`src/bmct_cfg.svh`:
```
// Field positions, codes and register offsets of the bus-master channel block
`ifndef BMCT_CFG_SVH
`define BMCT_CFG_SVH
// ==========================================================
// Channel state words
`define BMCT_NCHAN 15
`define BMCT_CSW_SHIFT 26
`define BMCT_CSW_ST_HI 5
`define BMCT_CSW_ST_LO 2
`define BMCT_CSW_SLAVE 1
`define BMCT_CSW_PREV 0
`define BMCT_ST_DIS 4'h0
`define BMCT_ST_EN 4'h1
`define BMCT_ERR_APAR 4'h2
`define BMCT_ERR_CSF 4'h3
`define BMCT_ERR_FAULT 4'h4
`define BMCT_ERR_RO 4'h5
`define BMCT_ERR_TE 4'h6
`define BMCT_ERR_MEM 4'h7
// ==========================================================
// Translation entries and address split
`define BMCT_PAGE_BITS 12
`define BMCT_MAP_HI 1
`define BMCT_MAP_RO 2'h2
`define BMCT_BLK_HI 31
`define BMCT_BLK_LO 28
// ==========================================================
// Software register offsets
`define BMCT_OFF_CSW_LAST 8'h38
`define BMCT_OFF_CTRL 8'h40
`define BMCT_OFF_TEBASE 8'h44
`define BMCT_OFF_INVAL 8'h48
`define BMCT_OFF_STAT 8'h4c
`define BMCT_OFF_BMAP 8'h50
`endif

```
`src/bmct_pkg.sv`:
```
// Types shared by both ends of the bus-master channel block
package bmct_pkg;
  typedef enum logic [2:0] {ST_IDLE, ST_MON, ST_FLUSH, ST_LOOKUP, ST_FETCH, ST_ACCESS, ST_IFLUSH} bmct_state_t;
  typedef enum logic [0:0] {HS_IDLE, HS_WAIT} bmct_hstate_t;
endpackage

```
`src/bmct_if.sv`:
```
// Expansion bus seen between a bus master adapter and the channel controller
`timescale 1ns/1ps
`default_nettype none
interface bmct_if;
  logic cycle_valid;
  logic [3:0] arb_level;
  logic mem_io;
  logic write;
  logic [31:0] addr;
  logic [3:0] addr_par;
  logic [31:0] wdata;
  logic card_sel_fb;
  logic idle;
  logic done;
  logic chck;
  logic [31:0] rdata;
  modport ctrl (input cycle_valid, arb_level, mem_io, write, addr, addr_par, wdata, card_sel_fb,
                output idle, done, chck, rdata);
  modport master (output cycle_valid, arb_level, mem_io, write, addr, addr_par, wdata, card_sel_fb,
                  input idle, done, chck, rdata);
endinterface
`default_nettype wire

```
`src/bmct_ctrl.sv`:
```
// Channel controller end: channel state words, bus monitor and page translation
//
// Our own choices: the strobed register port and the address map.
`timescale 1ns/1ps
`default_nettype none
`include "bmct_cfg.svh"
module bmct_ctrl (
  input wire logic clock, // 25 MHz clock
  input wire logic rst_n, // Asynchronous reset
  bmct_if.ctrl bus, // Expansion bus side
  input wire logic [7:0] sw_addr, // Register byte address
  input wire logic [31:0] sw_wdata, // Register write data
  input wire logic sw_we, // Register write strobe
  input wire logic sw_re, // Register read strobe
  output logic [31:0] sw_rdata, // Read data, cycle after strobe
  output logic mem_req, // System memory request, held to answer
  output logic mem_we, // System memory write
  output logic [31:0] mem_addr, // System memory real address
  output logic [31:0] mem_wdata, // System memory write data
  input wire logic [31:0] mem_rdata, // System memory read data
  input wire logic mem_ack, // System memory done pulse
  input wire logic mem_err // System memory error pulse
);
  localparam int CW = 32 - `BMCT_CSW_SHIFT;
  localparam int PB = `BMCT_PAGE_BITS;

  logic [CW-1:0] csw_q [0:`BMCT_NCHAN-1];
  logic ctrl_en_q;
  logic [31:0] te_base_q;
  logic [15:0] bmap_q;
  bmct_pkg::bmct_state_t state_q, state_d;
  logic [3:0] lvl_q;
  logic wr_q;
  logic [31:0] addr_q, wdata_q;
  logic te_vld_q;
  logic [31-PB:0] te_page_q;
  logic [31:0] te_q;
  logic wb_dirty_q;
  logic [31-PB:0] wb_page_q;
  logic [31:0] wb_addr_q, wb_data_q;
  logic inv_pend_q;
  logic [31-PB:0] inv_page_q;
  logic idle_q, done_q, chck_q;
  logic [31:0] rdata_q, sw_rdata_q;
  logic mem_req_q, mem_we_q;
  logic [31:0] mem_addr_q, mem_wdata_q;
  logic done_d, chck_d, mreq_d, mwe_d;
  logic [31:0] maddr_d, mwd_d, rdata_d;
  logic latch, decide, te_load, wb_set, wb_clr, inv_done, err_go;
  logic [3:0] err_code;

  // ==========================================================
  // Bus decode
  // Odd parity per address byte; I/O space only covers the low two bytes
  wire logic [3:0] par_bad;
  genvar gi;
  generate
    for (gi = 0; gi < 4; gi++) begin : g_par
      assign par_bad[gi] = ~^{bus.addr[8*gi+7:8*gi], bus.addr_par[gi]};
    end
  endgenerate
  wire logic par_err = bus.mem_io ? |par_bad : |par_bad[1:0];
  // Level 15 has no word and reads as disabled
  wire logic [CW-1:0] bus_csw = (bus.arb_level < 4'(`BMCT_NCHAN)) ? csw_q[bus.arb_level] : '0;
  wire logic b_prev = bus_csw[`BMCT_CSW_PREV];
  wire logic b_en = (bus_csw[`BMCT_CSW_ST_HI:`BMCT_CSW_ST_LO] == `BMCT_ST_EN) && !bus_csw[`BMCT_CSW_SLAVE];
  // I/O space never reaches system memory
  wire logic b2b = !bus.mem_io || bmap_q[bus.addr[`BMCT_BLK_HI:`BMCT_BLK_LO]];

  // ==========================================================
  // Translation decode
  wire logic [31-PB:0] page = addr_q[31:PB];
  wire logic te_hit = te_vld_q && (te_page_q == page);
  wire logic [31:0] te_use = (state_q == bmct_pkg::ST_FETCH) ? mem_rdata : te_q;
  wire logic [31:0] real_addr = {te_use[31:PB], addr_q[PB-1:0]};
  wire logic ro_viol = wr_q && (te_use[`BMCT_MAP_HI:0] == `BMCT_MAP_RO);
  wire logic [31:0] te_addr = te_base_q + {10'h000, page, 2'h0};
  wire logic [3:0] err_lvl = (state_q == bmct_pkg::ST_IDLE) ? bus.arb_level : lvl_q;

  // ==========================================================
  // Register decode
  wire logic sw_csw = (sw_addr <= `BMCT_OFF_CSW_LAST) && (sw_addr[1:0] == 2'h0);
  wire logic [3:0] sw_ch = sw_addr[5:2];
  wire logic [CW-1:0] rd_csw = csw_q[sw_ch];
  wire logic [31:0] rd_mux =
    sw_csw ? {rd_csw, 26'h0000000} :
    (sw_addr == `BMCT_OFF_CTRL) ? {31'h00000000, ctrl_en_q} :
    (sw_addr == `BMCT_OFF_TEBASE) ? te_base_q :
    (sw_addr == `BMCT_OFF_STAT) ? {28'h0000000, inv_pend_q, wb_dirty_q, te_vld_q, idle_q} :
    (sw_addr == `BMCT_OFF_BMAP) ? {16'h0000, bmap_q} : 32'h00000000;

  // Per-channel state words; a hardware error wins over a same-cycle store
  generate
    for (gi = 0; gi < `BMCT_NCHAN; gi++) begin : g_csw
      wire logic hw_hit = err_go && (err_lvl == 4'(gi));
      wire logic sw_hit = sw_we && sw_csw && (sw_ch == 4'(gi));
      always_ff @(posedge clock or negedge rst_n) begin
        if (!rst_n) begin
          csw_q[gi] <= '0;
        end else if (hw_hit) begin
          csw_q[gi][`BMCT_CSW_ST_HI:`BMCT_CSW_ST_LO] <= err_code;
        end else if (sw_hit) begin
          csw_q[gi] <= sw_wdata[31:`BMCT_CSW_SHIFT];
        end
      end
    end
  endgenerate

  // ==========================================================
  // Transfer sequencing
  always_comb begin
    state_d = state_q;
    done_d = 1'b0;
    chck_d = 1'b0;
    err_go = 1'b0;
    err_code = `BMCT_ST_DIS;
    mreq_d = mem_req_q;
    mwe_d = mem_we_q;
    maddr_d = mem_addr_q;
    mwd_d = mem_wdata_q;
    rdata_d = rdata_q;
    latch = 1'b0;
    decide = 1'b0;
    te_load = 1'b0;
    wb_set = 1'b0;
    wb_clr = 1'b0;
    inv_done = 1'b0;
    unique case (state_q)
      bmct_pkg::ST_IDLE: begin
        if (bus.cycle_valid && ctrl_en_q) begin
          latch = 1'b1;
          if (par_err && b_prev) begin
            state_d = bmct_pkg::ST_IDLE; // Target unknown: no monitor, no log, no check
          end else if (par_err) begin
            err_go = 1'b1;
            err_code = `BMCT_ERR_APAR;
            chck_d = 1'b1;
          end else if (b2b) begin
            if (b_en && !b_prev) begin
              state_d = bmct_pkg::ST_MON;
            end
          end else if (!b_en) begin
            chck_d = 1'b1;
          end else if (wb_dirty_q) begin
            {mreq_d, mwe_d, maddr_d, mwd_d} = {2'h3, wb_addr_q, wb_data_q};
            state_d = bmct_pkg::ST_FLUSH;
          end else begin
            state_d = bmct_pkg::ST_LOOKUP;
          end
        end else if (inv_pend_q) begin
          if (wb_dirty_q && (wb_page_q == inv_page_q)) begin
            {mreq_d, mwe_d, maddr_d, mwd_d} = {2'h3, wb_addr_q, wb_data_q};
            state_d = bmct_pkg::ST_IFLUSH;
          end else begin
            inv_done = 1'b1;
          end
        end
      end
      bmct_pkg::ST_MON: begin
        state_d = bmct_pkg::ST_IDLE;
        if (!bus.card_sel_fb) begin
          err_go = 1'b1;
          err_code = `BMCT_ERR_CSF;
        end
      end
      bmct_pkg::ST_FLUSH: begin
        if (mem_ack || mem_err) begin
          mreq_d = 1'b0;
          wb_clr = 1'b1;
          state_d = mem_err ? bmct_pkg::ST_IDLE : bmct_pkg::ST_LOOKUP;
          err_go = mem_err;
          err_code = `BMCT_ERR_MEM;
          chck_d = mem_err;
        end
      end
      bmct_pkg::ST_LOOKUP: begin
        if (te_hit) begin
          decide = 1'b1;
        end else begin
          {mreq_d, mwe_d, maddr_d} = {2'h2, te_addr};
          state_d = bmct_pkg::ST_FETCH;
        end
      end
      bmct_pkg::ST_FETCH: begin
        if (mem_err) begin
          mreq_d = 1'b0;
          err_go = 1'b1;
          err_code = `BMCT_ERR_TE;
          chck_d = 1'b1;
          state_d = bmct_pkg::ST_IDLE;
        end else if (mem_ack) begin
          mreq_d = 1'b0;
          te_load = 1'b1;
          decide = 1'b1;
        end
      end
      bmct_pkg::ST_ACCESS: begin
        if (mem_ack || mem_err) begin
          mreq_d = 1'b0;
          done_d = mem_ack;
          rdata_d = mem_ack ? mem_rdata : rdata_q;
          err_go = mem_err;
          err_code = `BMCT_ERR_MEM;
          chck_d = mem_err;
          state_d = bmct_pkg::ST_IDLE;
        end
      end
      bmct_pkg::ST_IFLUSH: begin
        if (mem_ack || mem_err) begin
          mreq_d = 1'b0;
          wb_clr = 1'b1;
          inv_done = 1'b1; // Entry dropped once its flush answers, by ack or by error
          state_d = bmct_pkg::ST_IDLE;
        end
      end
      default: state_d = bmct_pkg::ST_IDLE;
    endcase
    // Mapping code decides the outcome once the entry is known
    if (decide) begin
      state_d = bmct_pkg::ST_IDLE;
      if (!te_use[`BMCT_MAP_HI]) begin
        err_go = 1'b1; // 00 and 01 both fault
        err_code = `BMCT_ERR_FAULT;
        chck_d = 1'b1;
      end else if (ro_viol) begin
        err_go = 1'b1;
        err_code = `BMCT_ERR_RO;
        chck_d = 1'b1;
      end else if (wr_q) begin
        wb_set = 1'b1; // Posted write, flushed before the next memory use
        done_d = 1'b1;
      end else begin
        {mreq_d, mwe_d, maddr_d} = {2'h2, real_addr};
        state_d = bmct_pkg::ST_ACCESS;
      end
    end
  end

  // ==========================================================
  // State, buffers and outputs
  always_ff @(posedge clock or negedge rst_n) begin
    if (!rst_n) begin
      state_q <= bmct_pkg::ST_IDLE;
      {idle_q, done_q, chck_q, rdata_q, sw_rdata_q} <= '0;
      {mem_req_q, mem_we_q, mem_addr_q, mem_wdata_q} <= '0;
      {lvl_q, wr_q, addr_q, wdata_q} <= '0;
    end else begin
      state_q <= state_d;
      idle_q <= (state_d == bmct_pkg::ST_IDLE);
      {done_q, chck_q, rdata_q} <= {done_d, chck_d, rdata_d};
      {mem_req_q, mem_we_q, mem_addr_q, mem_wdata_q} <= {mreq_d, mwe_d, maddr_d, mwd_d};
      sw_rdata_q <= sw_re ? rd_mux : 32'h00000000;
      if (latch) begin
        {lvl_q, wr_q, addr_q, wdata_q} <= {bus.arb_level, bus.write, bus.addr, bus.wdata};
      end
    end
  end

  // Entry cache, write buffer and invalidate request; a new request wins over completion
  always_ff @(posedge clock or negedge rst_n) begin
    if (!rst_n) begin
      {te_vld_q, te_page_q, te_q} <= '0;
      {wb_dirty_q, wb_page_q, wb_addr_q, wb_data_q} <= '0;
      {inv_pend_q, inv_page_q, ctrl_en_q, te_base_q, bmap_q} <= '0;
    end else begin
      if (te_load) begin
        {te_vld_q, te_page_q, te_q} <= {1'b1, page, mem_rdata};
      end else if (inv_done && (te_page_q == inv_page_q)) begin
        te_vld_q <= 1'b0;
      end
      if (wb_set) begin
        {wb_dirty_q, wb_page_q, wb_addr_q, wb_data_q} <= {1'b1, page, real_addr, wdata_q};
      end else if (wb_clr) begin
        wb_dirty_q <= 1'b0;
      end
      if (sw_we && (sw_addr == `BMCT_OFF_INVAL)) begin
        {inv_pend_q, inv_page_q} <= {1'b1, sw_wdata[31-PB:0]};
      end else if (inv_done) begin
        inv_pend_q <= 1'b0;
      end
      if (sw_we && (sw_addr == `BMCT_OFF_CTRL)) ctrl_en_q <= sw_wdata[0];
      if (sw_we && (sw_addr == `BMCT_OFF_TEBASE)) te_base_q <= sw_wdata;
      if (sw_we && (sw_addr == `BMCT_OFF_BMAP)) bmap_q <= sw_wdata[15:0];
    end
  end

  assign bus.idle = idle_q;
  assign bus.done = done_q;
  assign bus.chck = chck_q;
  assign bus.rdata = rdata_q;
  assign sw_rdata = sw_rdata_q;
  assign mem_req = mem_req_q;
  assign mem_we = mem_we_q;
  assign mem_addr = mem_addr_q;
  assign mem_wdata = mem_wdata_q;
endmodule
`default_nettype wire

```
`src/flat_wrapper.sv`:
```
// flat-port wrapper written by rule: the top's interface ports become plain ports
module bmct_ctrl_flat 
  (clock, rst_n, sw_addr, sw_wdata, sw_we, sw_re, sw_rdata, mem_req, mem_we, mem_addr, mem_wdata, mem_rdata, mem_ack, mem_err, bus_cycle_valid, bus_arb_level, bus_mem_io, bus_write, bus_addr, bus_addr_par, bus_wdata, bus_card_sel_fb, bus_idle, bus_done, bus_chck, bus_rdata);
  bmct_if bus_i ();
  input wire logic clock;
  input wire logic rst_n;
  input wire logic [7:0] sw_addr;
  input wire logic [31:0] sw_wdata;
  input wire logic sw_we;
  input wire logic sw_re;
  output logic [31:0] sw_rdata;
  output logic mem_req;
  output logic mem_we;
  output logic [31:0] mem_addr;
  output logic [31:0] mem_wdata;
  input wire logic [31:0] mem_rdata;
  input wire logic mem_ack;
  input wire logic mem_err;
  input wire logic [$bits(bus_i.cycle_valid)-1:0] bus_cycle_valid;
  input wire logic [$bits(bus_i.arb_level)-1:0] bus_arb_level;
  input wire logic [$bits(bus_i.mem_io)-1:0] bus_mem_io;
  input wire logic [$bits(bus_i.write)-1:0] bus_write;
  input wire logic [$bits(bus_i.addr)-1:0] bus_addr;
  input wire logic [$bits(bus_i.addr_par)-1:0] bus_addr_par;
  input wire logic [$bits(bus_i.wdata)-1:0] bus_wdata;
  input wire logic [$bits(bus_i.card_sel_fb)-1:0] bus_card_sel_fb;
  output wire logic [$bits(bus_i.idle)-1:0] bus_idle;
  output wire logic [$bits(bus_i.done)-1:0] bus_done;
  output wire logic [$bits(bus_i.chck)-1:0] bus_chck;
  output wire logic [$bits(bus_i.rdata)-1:0] bus_rdata;
  assign bus_i.cycle_valid = bus_cycle_valid;
  assign bus_i.arb_level = bus_arb_level;
  assign bus_i.mem_io = bus_mem_io;
  assign bus_i.write = bus_write;
  assign bus_i.addr = bus_addr;
  assign bus_i.addr_par = bus_addr_par;
  assign bus_i.wdata = bus_wdata;
  assign bus_i.card_sel_fb = bus_card_sel_fb;
  assign bus_idle = bus_i.idle;
  assign bus_done = bus_i.done;
  assign bus_chck = bus_i.chck;
  assign bus_rdata = bus_i.rdata;
  bmct_ctrl u_core (.clock(clock), .rst_n(rst_n), .bus(bus_i), .sw_addr(sw_addr), .sw_wdata(sw_wdata), .sw_we(sw_we), .sw_re(sw_re), .sw_rdata(sw_rdata), .mem_req(mem_req), .mem_we(mem_we), .mem_addr(mem_addr), .mem_wdata(mem_wdata), .mem_rdata(mem_rdata), .mem_ack(mem_ack), .mem_err(mem_err));
endmodule
```
`config.mk`:
```
export PLATFORM = sky130hd
export DESIGN_NAME = bmct_ctrl_flat
export DESIGN_NICKNAME = d
export VERILOG_FILES = /design/src/bmct_pkg.sv /design/src/bmct_if.sv /design/src/bmct_ctrl.sv /design/src/flat_wrapper.sv
export VERILOG_INCLUDE_DIRS = /design/src
export SDC_FILE = /design/constraint.sdc
export NUM_CORES = 1
export LEC_CHECK = 0
export ABC_AREA = 0
export BUFFER_PORTS_ARGS = -buffer_cell sky130_fd_sc_hd__clkbuf_2
export CORE_MARGIN = 2
export CORE_UTILIZATION = 60
export DETAILED_ROUTE_END_ITERATION = 6
export PLACE_DENSITY = 0.82
export REMOVE_ABC_BUFFERS = 1
export SLEW_MARGIN = 20
export SYNTH_ARGS = -nofsm -noshare
export SYNTH_HDL_FRONTEND = slang
export SYNTH_SLANG_ARGS = --single-unit
export TNS_END_PERCENT = 1
```
`constraint.sdc`:
```
create_clock -name clock -period 6.8 [get_ports clock]
set_input_delay 0.68 -clock clock [delete_from_list [all_inputs] [get_ports clock]]
set_output_delay 0.68 -clock clock [all_outputs]
set_load 0.1 [all_outputs]
```
==> results of run 1 <==
==> critical path: cells and delay by family, from the launching register on <==
| kind | cells | cell delay [ps] |
|---|---|---|
| compound gates | 1 | 530 |
| buf+inv | 1 | 690 |
| flops | 1 | 540 |
| mux | 1 | 300 |
| simple gates | 6 | 1860 |
==> metrics by stage <==
step,instance area (sq um),instances,worst slack [ps]
6_report,27460,3002,2738
2_1_floorplan,23340,2081,-2218
5_1_grt,27460,3002,2472
3_3_place_gp,25670,2907,2571
4_1_cts,27450,3000,2738
3_5_place_dp,25670,2907,2754
==> power breakdown <==
| group | switching [mW] | leakage (nW) | internal (mW) |
|---|---|---|---|
| Sequential | 0.537 | 6.70 | 3.51 |
| Clock | 1.17 | 0.879 | 1.78 |
| Combinational | 2.54 | 6.53 | 0.969 |
==> cell usage after synthesis (19+ instances only) <==
library cell  number  area, sq um
nand2_1          501         1881
dfrtp_1          493        12340
mux2_2           205         2308
nor2_1           120        450.4
mux2i_1          115         1151
clkbuf_1          82        307.8
a21oi_1           66        330.3
xnor2_1           58        508.0
o21ai_0           56        280.3
xor2_1            40        350.3
a22oi_1           30        225.2
mux4_2            29        653.1
a221oi_1          28        245.2
nor3_1            27        135.1
nand3_1           25        125.1
ha_1              20        250.2
and2_1            19        118.9
==> cell families after synthesis <==
| logic type | after synthesis | synth area share, % |
|---|---|---|
| and+or+nand+nor | 814 | 15.19 |
| AOI/OAI and AO/OA | 277 | 7.787 |
| adders and majority gates | 22 | 1.178 |
| xor gates and xnor gates | 104 | 4.185 |
| DFF | 493 | 51.84 |
| muxes | 355 | 17.63 |
| buffers and inverters | 128 | 2.192 |
==> routing by layer <==
| layer | track usage [%] | share of wire [%] |
|---|---|---|
| met1 | 46.81 | 41 |
| met2 | 52.96 | 47 |
| met3 | 5.912 | 8.6 |
| met4 | 13.27 | 3.6 |
| met5 | 0 | 0.013 |
==> worst paths after layout <==
path / cells past startpoint / endpoint / slack, ps / startpoint
setup reg to reg: 9 / u_core.csw_q[42] / 2740 / u_core.state_q[1]
hold reg to reg: 2 / u_core.mem_wdata[23] / 470 / u_core.mem_wdata[23]
min in group clock: 3 / u_core.wdata_q[23] / 270 / bus_wdata[23]
setup / recovery: 9 / u_core.csw_q[42] / 2740 / u_core.state_q[1]
hold / removal: 1 / u_core.mem_wdata[17] / 110 / rst_n
max in group asynchronous: 2 / u_core.wb_page_q[3] / 5210 / rst_n
==> final cells by class <==
class | count | area share [%]
flip-flops and latches | 493 | 44.93
inverters | 16 | 0.2187
clock buffers | 73 | 5.391
well taps | 518 | 2.360
diodes | 2 | 0.01823
clock inverters | 20 | 1.071
repair buffers | 308 | 5.897
multi-input cells | 1572 | 40.11
==> sequential cells by signal, indices dropped and copies added (netlist names), 32 cells and up <==
name and count:
u_core.wb_data_q 32, u_core.csw_q 90, u_core.mem_addr 32, u_core.te_base_q 32, u_core.wdata_q 32, u_core.bus.rdata 32, u_core.mem_wdata 32, u_core.sw_rdata 32
u_core.wb_addr_q 32, u_core.addr_q 32
==> impl_metrics.yaml, run 1 <==
run_status:
  outcome: "complete, no violations"
power:
  powerDensity_mw_per_mm2: 382.9
  fin_total_pwr_mw: 10.51
  peakVddDrop_uv: 280.4
  p_leak_nw: 14.11
detailed_routing:
  drc: 0
  firstDrtPassIters: 6
  drt-total-wl_microns: 68590
  dr.first_iter.drc_count: 1992
  ant_nets: 0
  vias_per_cell: 6.210
  num_vias: 18643
  routedWlPerCell_microns: 22.85
finish:
  post-route-util_pct: 70.55
  layout-drive-gt1-share_pct: 26.79
  area_delta_synth_final_pct: 15.38
  seq_area_sq_mm: 0.01234
  final_common_cell: "nand2_1"
  fillers: 2812
  multi_input_area_sq_mm: 0.01101
  final_cell_mix: "500 x nand2_1, 493 x dfrtp_1, 285 x clkbuf_2"
  fin_nets: 2617
sta:
  fin_crit_ps: 4062
  worst_pin_slew_ps: 1210
  fin_crit_sh_pct: 59.73
  rsz0062_at_grt: "no"
  holdWs_ps: 111.8
  slew_violations: 0
  finalHoldViolCount: 0
  setup_tns_ps: 0
  relSlewSlack_pct: 18.98
  setup_violations: 0
  fin_worst_skew_ps: 19.68
  fmax_mhz: 246.2
global_route:
  first_global_vias: 18768
  grt-ovfl-total: 0
  antenna_found_initial: 3
  grt_pass1_wl_microns: 107000
  grt.total_usage_pct: 33.58
  grt_max_degree: 139
setup_path:
  slowest_delay_ps: 690
  cp_max_fo: 25
  cp.required_ps: 7280
  endpoint_kind: "flop"
  path_cells: "nand2b_1, nor2_4, nand3_2, clkinv_1, o22a_1, nor4_4, or3_1, nand2_1, mux2_2"
  worstSetupStartpointType: "flop"
  crit_type: "reg2reg"
  crit_slowest_cell: "clkinv_1"
  arrival_ps: 4540
cts:
  cts_resized: 0
  cts_buffer_depth: 3
  cts_root_buf: "clkbuf_16"
  clock_latency_ps: 600
  post_cts.repair.setup_buffers: 0
  tritoncts: "built"
  cts_htree_levels: 2
  clk_pin_slew_worst_paths_ps: 60
  hold_buffers: 0
  numCtsBuffers: 51
  cts_num_sinks: 493
logic_synthesis:
  synthCells: 2193
  synthesis.area_sq_mm: 0.02380
  synth_flop_cell: "dfrtp_1"
  ys_ff_latch: 493
  synth_edf_count: 0
  synth.distinct_cells: 83
  ys.warnings.count: 0
  postSynth.asyncResetShare_pct: 100.0
  syn_area_per_cell_sq_um: 10.85
  yosysSeqAreaShare_pct: 51.84
die:
  ioPinCount: 287
  fp.dieW_microns: 203.2
  start_util_pct: 61.15
  die-area_sq_mm: 0.04127
  chipHeight_microns: 203.2
  rows: 72
  core_area_sq_mm: 0.03892
worst_hold_path:
  hold_class: "in2async"
place:
  place_hpwl_microns: 47580
  gp_congestion: 0.9693
  port_buffers: 286
run:
  drv_cap: 0
No activity file was read; power rests on OpenSTA's default activity.
==> inputs of run 2 (changes only) <==
CORE_UTILIZATION = 53   (was 60)
PLACE_DENSITY = 0.77   (was 0.82)
clock period = 3.4 ns   (was 6.8 ns; I/O delays follow)
==> run 2 against run 1 <==
Net effect: global-route usage is 2.6 points lower; first-iteration DRC count is 3.1% higher; critical path type is now in2reg; sequential share of layout area is 2.8 points lower; register-to-register slack worse by 2600 ps; design area is 6.7% higher; sequential power is 98% higher; via count is 2.5% higher; highest routed layer is now met4; critical endpoint is now u_core.mem_wdata[24]; core utilization is 4.5 points lower; power is 110% higher; count of clock-buffer cells in the layout is 9 lower; clock power is 110% higher; clock skew is 1.9 ps higher.
==> impl_metrics.yaml, run 2 (same netlist as run 1, synthesis figures left out) <==
run_status:
  outcome: "complete, no violations"
global_route:
  grt-ovfl-total: 0
  grt_pass1_wl_microns: 112300
  grt_max_degree: 95
  first_global_vias: 19632
  antenna_found_initial: 1
  grt.total_usage_pct: 31.02
power:
  p_seq_share_pct: 36.8
  peakVddDrop_uv: 894.2
  clkPwrFrac_pct: 29.1
  switchingPower_mw: 8.721
  p_comb_share_pct: 34.1
  powerDensity_mw_per_mm2: 743.4
  p_int_mw: 13.05
  power_switching_share_pct: 40.05
  p_leak_nw: 14.93
finish:
  finalInstanceArea_sq_mm: 0.02929
  post-route-util_pct: 66.10
  stdcell_count: 3241
  fin_nets: 2781
  area_delta_synth_final_pct: 23.10
  final_cell_mix: "500 x nand2_1, 493 x dfrtp_1, 285 x clkbuf_2"
  largest_reg_flops: 90
  final_common_cell: "nand2_1"
  layout-drive-gt1-share_pct: 27.72
  largest-register: "u_core.csw_q"
place:
  gp_congestion: 0.9724
  placed_cells: 3041
  port_buffers: 286
  place_hpwl_microns: 49060
  place_area_sq_mm: 0.02633
  pre_cts_ws_ps: 76.20
run:
  drv_cap: 0
worst_hold_path:
  hold_path_depth: 2
  whs_endpoint: "u_core.bmap_q[5]"
  hold_class: "in2reg"
  hp-start: "sw_wdata[5]"
die:
  chipHeight_microns: 215.9
  rows: 77
  start_util_pct: 53.70
  fp.dieW_microns: 215.9
  die-area_sq_mm: 0.04661
  ioPinCount: 287
  core_area_sq_mm: 0.04432
sta:
  fin_crit_ps: 3282
  holdWs_ps: 29.41
  worst_slack_ps: 118.2
  fmax_mhz: 304.7
  rsz0062_at_grt: "no"
  relSlewSlack_pct: 36.71
  slew_violations: 0
  finalHoldViolCount: 0
  fin_worst_skew_ps: 21.53
  worst_pin_slew_ps: 949.3
  setup_violations: 0
  fin_crit_sh_pct: 96.52
setup_path:
  cp_max_fo: 44
  cp.required_ps: 3940
  crit_path_frequent_cell: "buf_4"
  endpoint_kind: "flop"
  arrival_ps: 3820
  timing.critical_path.buf_inv: 6
  rrSetupSlack_ps: 150
  path_cells: "dlygate4sd3_1, clkbuf_2, xor2_1, xnor3_1, mux2i_1, buf_4, nor4_4, buf_4, o211ai_2, nor2_1, or2_2, buf_12, buf_4, nand2_1, nand2_1"
  crit_slowest_cell: "dlygate4sd3_1"
  ff2ff_path_depth: 11
  r2r_start: "u_core.addr_q[16]"
  crit_type: "in2reg"
  cpLargestDelayFamily: "buffers and inverters"
  worstSetupStartpointType: "primary input"
  worstReg2RegEnd: "u_core.mem_addr[29]"
  slowest_delay_ps: 530
cts:
  tritoncts: "built"
  cts_root_buf: "clkbuf_16"
  cts_htree_levels: 2
  post_cts.repair.setup_buffers: 0
  numCtsBuffers: 52
  clk_pin_slew_worst_paths_ps: 60
  cts_num_sinks: 493
  cts_buffer_depth: 3
  clock_latency_ps: 610
detailed_routing:
  drc: 0
  firstDrtPassIters: 6
  drt-total-wl_microns: 72090
  ant_nets: 0
  dr.first_iter.drc_count: 2053
  num_vias: 19114
  vias_per_cell: 5.898
  routedWlPerCell_microns: 22.24
==> run 2: cell count changes in the layout (fill, tap and decap cells not counted), sizes merged <==
cell,change
dlygate4sd3,+103
bufinv,+4
diode,-1
clkbuf,-9
inv,+4
clkinv,-1
buf,+60
clkinvlp,+5
==> run 2: what timing repair did <==
item / 4_1_cts / 5_1_grt
gates resized for setup: 0 / 5
endpoints found under the setup margin: 0 / 9
hold endpoints to repair: 161 / 0
hold buffers: 103 / 0
==> run 2: power groups by stage <==
stage | sequential [mW] | clock (mW) | combinational (mW)
after CTS | 7.97 | 6.41 | 7.38
after global placement | 7.99 | 0 | 7.09
after floorplan | 10.3 | 0 | 2.77
final | 8.02 | 6.33 | 7.43
after detailed placement | 8.06 | 0 | 7.22
after global routing | 8.14 | 6.67 | 7.89
==> run 2: final cells by class <==
class	count	area, sq um
Clock inverter	32	481.7
Tap cell	592	740.7
Timing Repair Buffer	471	3226
Antenna cell	1	2.502
Multi-Input combinational cell	1572	11020
Fill cell	3299	15020
Clock buffer	64	1428
Inverter	16	60.06
Sequential cell	493	12340
==> run 2: per-layer routing <==
layer	global-route usage [%]	share of wire, %	vias to the layer above
li1	-	-	8499
met3	6.258	7.9	172
met4	11.39	3.8	0
met1	41.79	41	9572
met2	50.06	47	871
met5	0	0	-
==> run 2: metrics by stage <==
stage	TNS, ps	power, mW
after floorplan	-808310	13.08
after global placement	0	15.08
after detailed placement	0	15.28
after CTS	0	21.76
after global routing	0	22.69
final	0	21.78
==> run 2: worst max path at each step <==
stage | start | end | slack (ps) | depth (start not counted)
after floorplan | u_core.state_q[1] | u_core.wb_addr_q[0] | -5620 | 8
after global placement | bus_arb_level[0] | u_core.csw_q[36] | 240 | 9
after detailed placement | u_core.addr_q[16] | u_core.mem_addr[29] | 80 | 11
after CTS | u_core.addr_q[16] | u_core.mem_addr[29] | 70 | 11
after global routing | bus_addr[25] | u_core.mem_wdata[24] | 0.4 | 15
final | bus_addr[25] | u_core.mem_wdata[24] | 120 | 15
